$ cat config.mk
export PLATFORM = sky130hd
export DESIGN_NAME = pdecs_regs
export DESIGN_NICKNAME = d
export VERILOG_FILES = /design/src/pdecs_pkg.sv /design/src/pdecs_regs.sv /design/src/pdecs_np_tracker.sv
export SDC_FILE = /design/constraint.sdc
export NUM_CORES = 1
export LEC_CHECK = 0
export BUFFER_PORTS_ARGS = -buffer_cell sky130_fd_sc_hd__buf_2
export CAP_MARGIN = 25
export CORE_MARGIN = 1
export CORE_UTILIZATION = 47
export CTS_BUF_LIST = sky130_fd_sc_hd__clkbuf_8
export CTS_CLUSTER_DIAMETER = 120
export DETAILED_ROUTE_END_ITERATION = 12
export PLACE_DENSITY = 0.95
export SLEW_MARGIN = 5
export SYNTH_ARGS = -nofsm -noshare
export SYNTH_HDL_FRONTEND = slang
export SYNTH_HIERARCHICAL = 1
export SYNTH_SLANG_ARGS = --single-unit
$ cat constraint.sdc
create_clock -name mclk_in -period 5.2 [get_ports mclk_in]
set_clock_uncertainty 0.15 [all_clocks]
set_input_delay 0.78 -clock mclk_in [delete_from_list [all_inputs] [get_ports mclk_in]]
set_output_delay 0.78 -clock mclk_in [all_outputs]
set_load 0.03 [all_outputs]
$ cat src/pdecs_pkg.sv
// constants for device error control/status and link capabilities
// assumes an 8-bit byte-offset config access port supplied by the core
package pdecs_pkg;
	localparam logic [7:0] DEV_CTRL_OFF = 8'h78;
	localparam logic [7:0] DEV_STAT_OFF = 8'h7A;
	localparam logic [7:0] LINK_CAP_OFF = 8'h7C;
	localparam int CTL_CORR_BIT = 0;
	localparam int CTL_NONFATAL_BIT = 1;
	localparam int CTL_FATAL_BIT = 2;
	localparam int CTL_UR_BIT = 3;
	localparam int ST_CORR_BIT = 0;
	localparam int ST_NONFATAL_BIT = 1;
	localparam int ST_FATAL_BIT = 2;
	localparam int ST_UR_BIT = 3;
	localparam int ST_AUX_BIT = 4;
	localparam int ST_NONPOSTED_OUTSTANDING_BIT = 5;
	localparam logic [3:0] CTL_RESET = 4'h0;
	localparam logic [3:0] STAT_RESET = 4'h0;
	localparam logic [15:0] STAT_RSVD_ZERO = 16'h0000;
	// board-dependent bits of the capability word taken as zero
	localparam logic [31:0] LINK_CAP_DEFAULT = 32'h0004_0C11;
	localparam logic [2:0] NP_CNT_RESET = 3'h0;
	localparam logic [2:0] NP_CNT_MAX = 3'h4;
	typedef enum logic [1:0] {
		PDECS_MSG_COR,
		PDECS_MSG_NONFATAL,
		PDECS_MSG_FATAL
	} pdecs_msg_t;
endpackage

$ cat src/pdecs_regs.sv
// device error control/status bank with link capabilities
// assumes config reads/writes arrive as single-cycle strobes with
// a byte offset; event inputs are one-cycle pulses on mclk_in
`timescale 1ns/1ps

// Operation
// fatal enable gates fatal message
// nonfatal enable gates nonfatal message
// correctable enable gates correctable message
// status bits 15:6 read zero
// pending set while non-posted outstanding; tracker count stops at 4, so pending drops while requests beyond 4 remain
// aux power bit mirrors presence
// unsupported request sets sticky bit
// fatal error sets bit regardless enable
// nonfatal error sets sticky bit
// correctable error sets sticky bit
// link capabilities read-only, writes ignored
// unsupported request enable sends nonfatal message
// write one clears; set wins
module pdecs_regs
	import pdecs_pkg::*;
(
	// clock and reset
	input wire logic mclk_in,
	input wire logic srst_in,
	// config access
	input wire logic cfg_wr_in,
	input wire logic cfg_rd_in,
	input wire logic [7:0] cfg_addr_in,
	input wire logic [31:0] cfg_wdata_in,
	output logic [31:0] cfg_rdata_out,
	output logic cfg_rvalid_out,
	// error and transaction events
	input wire logic corr_err_in,
	input wire logic nonfatal_err_in,
	input wire logic fatal_err_in,
	input wire logic unsupp_req_in,
	input wire logic np_issue_in,
	input wire logic np_done_in,
	input wire logic aux_power_present_in,
	// messages upstream
	output logic msg_valid_out,
	output pdecs_msg_t msg_type_out,
	output logic msg_cor_out,
	output logic msg_nonfatal_out,
	output logic msg_fatal_out
);

	logic fatal_report_en_q;
	logic nonfatal_report_en_q;
	logic correctable_report_en_q;
	logic unsupp_req_report_en_q;
	logic unsupp_req_seen_q;
	logic fatal_err_seen_q;
	logic nonfatal_err_seen_q;
	logic correctable_err_seen_q;
	logic aux_power_present_q;
	logic nonposted_outstanding;
	logic wr_ctrl;
	logic wr_stat;
	logic [15:0] stat_word;
	logic [15:0] ctrl_word;
	logic send_fatal;
	logic send_nonfatal;
	logic send_cor;
	logic clr_ur;
	logic clr_fatal;
	logic clr_nf;
	logic clr_cor;

	// sticky bit update: set beats a concurrent one-write
	function automatic logic sticky(input logic cur, input logic set,
		input logic clr);
		sticky = set | (cur & ~clr);
	endfunction

	assign wr_ctrl = cfg_wr_in && (cfg_addr_in == DEV_CTRL_OFF);
	assign wr_stat = cfg_wr_in && (cfg_addr_in == DEV_STAT_OFF);

	// one-write clear strobes
	assign clr_ur = wr_stat & cfg_wdata_in[ST_UR_BIT];
	assign clr_fatal = wr_stat & cfg_wdata_in[ST_FATAL_BIT];
	assign clr_nf = wr_stat & cfg_wdata_in[ST_NONFATAL_BIT];
	assign clr_cor = wr_stat & cfg_wdata_in[ST_CORR_BIT];

	pdecs_np_tracker u_np (
		.mclk_in(mclk_in),
		.srst_in(srst_in),
		.np_issue_in(np_issue_in),
		.np_done_in(np_done_in),
		.outstanding_out(nonposted_outstanding)
	);

	// enable bits, low nibble of device control only
	always_ff @(posedge mclk_in) begin
		if (srst_in) begin
			{unsupp_req_report_en_q, fatal_report_en_q,
				nonfatal_report_en_q, correctable_report_en_q} <= CTL_RESET;
		end else if (wr_ctrl) begin
			unsupp_req_report_en_q <= cfg_wdata_in[CTL_UR_BIT];
			fatal_report_en_q <= cfg_wdata_in[CTL_FATAL_BIT];
			nonfatal_report_en_q <= cfg_wdata_in[CTL_NONFATAL_BIT];
			correctable_report_en_q <= cfg_wdata_in[CTL_CORR_BIT];
		end
	end

	// sticky error-detected bits; status write data sits in low half
	always_ff @(posedge mclk_in) begin
		if (srst_in) begin
			{unsupp_req_seen_q, fatal_err_seen_q, nonfatal_err_seen_q,
				correctable_err_seen_q} <= STAT_RESET;
		end else begin
			// unsupported sets
			unsupp_req_seen_q <= sticky(unsupp_req_seen_q, unsupp_req_in,
				clr_ur);
			// fatal always sets
			fatal_err_seen_q <= sticky(fatal_err_seen_q, fatal_err_in,
				clr_fatal);
			// nonfatal sets
			nonfatal_err_seen_q <= sticky(nonfatal_err_seen_q,
				nonfatal_err_in, clr_nf);
			// correctable sets
			// one clears, set wins
			correctable_err_seen_q <= sticky(correctable_err_seen_q,
				corr_err_in, clr_cor);
		end
	end

	// aux presence registered
	always_ff @(posedge mclk_in) begin
		if (srst_in) begin
			aux_power_present_q <= 1'b0;
		end else begin
			aux_power_present_q <= aux_power_present_in;
		end
	end

	// reserved bits zero
	always_comb begin
		stat_word = STAT_RSVD_ZERO;
		// pending from tracker
		stat_word[ST_NONPOSTED_OUTSTANDING_BIT] = nonposted_outstanding;
		stat_word[ST_AUX_BIT] = aux_power_present_q;
		stat_word[ST_UR_BIT] = unsupp_req_seen_q;
		stat_word[ST_FATAL_BIT] = fatal_err_seen_q;
		stat_word[ST_NONFATAL_BIT] = nonfatal_err_seen_q;
		stat_word[ST_CORR_BIT] = correctable_err_seen_q;
		ctrl_word = 16'h0000;
		ctrl_word[CTL_UR_BIT] = unsupp_req_report_en_q;
		ctrl_word[CTL_FATAL_BIT] = fatal_report_en_q;
		ctrl_word[CTL_NONFATAL_BIT] = nonfatal_report_en_q;
		ctrl_word[CTL_CORR_BIT] = correctable_report_en_q;
	end

	// link caps constant, no write path
	always_ff @(posedge mclk_in) begin
		if (srst_in) begin
			cfg_rdata_out <= 32'h0000_0000;
			cfg_rvalid_out <= 1'b0;
		end else begin
			cfg_rvalid_out <= cfg_rd_in;
			if (!cfg_rd_in) begin
				cfg_rdata_out <= 32'h0000_0000;
			end else if (cfg_addr_in == DEV_CTRL_OFF) begin
				cfg_rdata_out <= {stat_word, ctrl_word};
			end else if (cfg_addr_in == DEV_STAT_OFF) begin
				cfg_rdata_out <= {16'h0000, stat_word};
			end else if (cfg_addr_in == LINK_CAP_OFF) begin
				cfg_rdata_out <= LINK_CAP_DEFAULT;
			end else begin
				cfg_rdata_out <= 32'h0000_0000;
			end
		end
	end

	// fatal gated by enable
	assign send_fatal = fatal_err_in & fatal_report_en_q;
	// nonfatal gated by enable
	// unsupported request reported nonfatal
	assign send_nonfatal = (nonfatal_err_in & nonfatal_report_en_q) |
		(unsupp_req_in & unsupp_req_report_en_q);
	// correctable gated by enable
	assign send_cor = corr_err_in & correctable_report_en_q;

	// one cycle after event; fatal outranks on the type encoding
	always_ff @(posedge mclk_in) begin
		if (srst_in) begin
			msg_fatal_out <= 1'b0;
			msg_nonfatal_out <= 1'b0;
			msg_cor_out <= 1'b0;
			msg_valid_out <= 1'b0;
			msg_type_out <= PDECS_MSG_COR;
		end else begin
			msg_fatal_out <= send_fatal;
			msg_nonfatal_out <= send_nonfatal;
			msg_cor_out <= send_cor;
			msg_valid_out <= send_fatal | send_nonfatal | send_cor;
			if (send_fatal) begin
				msg_type_out <= PDECS_MSG_FATAL;
			end else if (send_nonfatal) begin
				msg_type_out <= PDECS_MSG_NONFATAL;
			end else begin
				msg_type_out <= PDECS_MSG_COR;
			end
		end
	end
endmodule

$ cat src/pdecs_np_tracker.sv
// counter of non-posted requests still awaiting completion
// assumes issue and completion are single-cycle pulses
`timescale 1ns/1ps
module pdecs_np_tracker
	import pdecs_pkg::*;
(
	// clock and reset
	input wire logic mclk_in,
	input wire logic srst_in,
	// events
	input wire logic np_issue_in,
	input wire logic np_done_in,
	// status
	output logic outstanding_out
);
	logic [2:0] cnt_q;

	// issue and done in one cycle cancel out
	always_ff @(posedge mclk_in) begin
		if (srst_in) begin
			cnt_q <= NP_CNT_RESET;
		end else if (np_issue_in && !np_done_in && cnt_q != NP_CNT_MAX) begin
			cnt_q <= cnt_q + 3'h1;
		end else if (np_done_in && !np_issue_in && cnt_q != NP_CNT_RESET) begin
			cnt_q <= cnt_q - 3'h1;
		end
	end

	assign outstanding_out = (cnt_q != NP_CNT_RESET);
endmodule

==> impl_metrics.tcl <==
set metrics [dict create \
    status "finished with violations" \
    violations "DRC" \
    synth.most_common_cell "dfxtp_1" \
    route.detailed.drc 2 \
    rows 19 \
    p_per_area_nw_per_um2 297 \
    coreArea_um2 2830 \
    clk_pin_slew_ns 0.06 \
    setup_viol 0 \
    first_iter_violations 27 \
    post-dp-hpwl_um 1920 \
    finalHoldViolCount 0 \
    wl_met3_um 151 \
    slowest_stage "fa_1" \
    p_leak_uw 0.000790 \
    numCtsBuffers 5 \
    yosysTopAreaCell "dfxtp_1" \
    cts_tree "yes" \
    clock-sinks 31 \
    highest_layer "met4" \
    grt_pass1_vias 996 \
    ys_seq_area_frac 0.432 \
    groute.usage.overall 0.168 \
    clock.fmax_ghz 0.426 \
    routed_via_density 5.01 \
    synth_edf_count 0 \
    clock_latency_ns 0.28 \
    syn-cell-area_um2 1440 \
    diodes 0 \
    rsz0062_at_grt "false" \
    timing.final.crit_share 0.452 \
    cts_root_buffer "clkbuf_8" \
    top_regs "cfg_rdata_out x13, u_np/cnt_q x3, msg_type_out x2" \
    min_period_ns 2.35 \
    synthFlopType "dfxtp_1" \
    start_kind "primary input" \
    grt_overflow 0 \
    wl_per_cell_um 11.4 \
    dr.pass1.iters 8 \
    final.fill_count 259 \
    die-area_um2 3280 \
    io_pins 90 \
    yosysUniqueCellTypes 44 \
    synthTopCellsByArea "dfxtp_1 (43%), buf_4 (11%), mux2i_1 (4.9%)" \
    critPathArrivalTime_ns 2.38 \
    ys_seq_elements 31 \
    grt_start_max_net_pins 25 \
    cp_num_buf_inv 1 \
    die_w_um 57.3 \
    cts_hold_buf 0 \
    routabilityCongestion 0.813 \
    cp_slowest_stage_delay_ns 0.39 \
    num_vias 1102 \
    syn_area_per_cell_um2 9.85 \
    h-tree-depth 2 \
    cap_violations 0 \
    initial_core_util 0.508 \
    cts_buffer_depth 2 \
    hp-class "reg2reg" \
    dr_wl_met2_um 1210 \
    syn_to_final_growth_pct 15.1 \
    post-cts-setup-buffers 0 \
    wl_met1_um 1060 \
    portBuffers 43 \
    synthCells 146 \
    async_reset_ff_frac 0 \
    synthTopCellsByCount "dfxtp_1 (31), buf_4 (21), nand2_1 (9), nand2b_1 (9)" \
    tns_ns 0 \
    die_y_um 57.3 \
    largest_register_ff_count 13 \
    peakVddDrop_uv 162 \
    yosys_warnings 6 \
    final_net_count 240 \
    antenna_found_initial 0 \
    synth_top_area_share 0.432 \
    crit_chain "buf_2, and2b_2, o21ai_0, fa_1, nor3b_1, a211oi_1, a2111oi_2" \
    crit_fanout 4 \
    drive_above_1_share 0.307 \
    holdWs_ns 0.331 \
    drt-total-wl_um 2500 \
    slew_violations 0 \
    regMostFlops "cfg_rdata_out" \
    cp-end-kind "flip-flop" \
    path_class "in2reg" \
    cp.required_ns 5.23 \
    ctsResizeCount 0 \
    cp_top_family "simple AND/OR/NAND/NOR gates" \
    antenna_left 0 \
    grt_pass1_wl_um 4080 \
]
per-layer routing:
metal | global-route usage | vias to the layer above
li1 | - | 550
met1 | 0.176 | 501
met2 | 0.292 | 42
met3 | 0.0544 | 9
met4 | 0.105 | 0
met5 | 0 | -
placed cells by master, fill, tap and decap left out, types with 4 or more instances in the layout:
cell / synthesis / final
buf_2: 2 / 43
nand2_1: 9 / 9
and3_1: 4 / 4
nor2_1: 4 / 4
a21oi_1: 6 / 6
conb_1: 1 / 18
mux2i_1: 7 / 7
nor3_1: 7 / 7
inv_1: 6 / 8
nand2b_1: 9 / 9
o41ai_1: 4 / 4
clkbuf_8: 0 / 5
dfxtp_1: 31 / 31
path summary, 6_finish.rpt:
check / from / endpoint / slack (ns) / cells after the start
setup reg to reg: u_np/cnt_q[1]$_SDFFE_PP0P_ / u_np/cnt_q[2]$_SDFFE_PP0P_ / 3.02 / 6
hold reg to reg: aux_power_present_q$_SDFF_PP0_ / cfg_rdata_out[4]$_SDFF_PP0_ / 0.33 / 2
setup / recovery: np_done_in / u_np/cnt_q[2]$_SDFFE_PP0P_ / 2.85 / 7
hold / removal: aux_power_present_q$_SDFF_PP0_ / cfg_rdata_out[4]$_SDFF_PP0_ / 0.33 / 2
power breakdown:
group	leakage [uW]	internal (uW)	switching, uW	total [uW]
clock	0.0000505	89.5	79.5	169
sequential	0.000252	244	7.59	252
combinational	0.000487	24.5	45.8	70.3
total	0.000790	358	133	491
tightest hold or removal path, stage by stage (launching register included):
cell and delay [ns]:
dfxtp_1 0.31, nand3_1 0.07, a21oi_1 0.06
cell type report:
class,count,area [um2],area share
multi-input combinational,101,676,0.408
sequential,31,621,0.375
timing repair buffer,43,215,0.130
clock buffer,5,68.8,0.0416
tap,31,38.8,0.0234
inverter,6,22.5,0.0136
clock inverter,3,12.5,0.00756
kinds of logic (layout without fill, tap and decap cells):
family	Yosys count	after routing	share of synthesized area
simple gates	54	54	0.251
other cells	1	18	0.00261
buf+inv	31	57	0.143
fa+ha+maj	1	1	0.0139
flops	31	31	0.432
compound gates	19	19	0.0975
xor+xnor	2	2	0.0122
mux	7	7	0.0487
through the flow:
stage | std cells | setup WS, ns | total power, uW | utilization | cell area [um2]
floorplan | 163 | 2.85 | 317 | - | 1500
global placement | 212 | 2.66 | 324 | 0.556 | 1570
detailed placement | 212 | 2.57 | 326 | 0.556 | 1570
CTS | 220 | 2.86 | 496 | 0.585 | 1650
global route | 220 | 2.69 | 513 | 0.585 | 1650
finish | 220 | 2.85 | 491 | 0.585 | 1650
No activity file was read; power rests on OpenSTA's default activity.
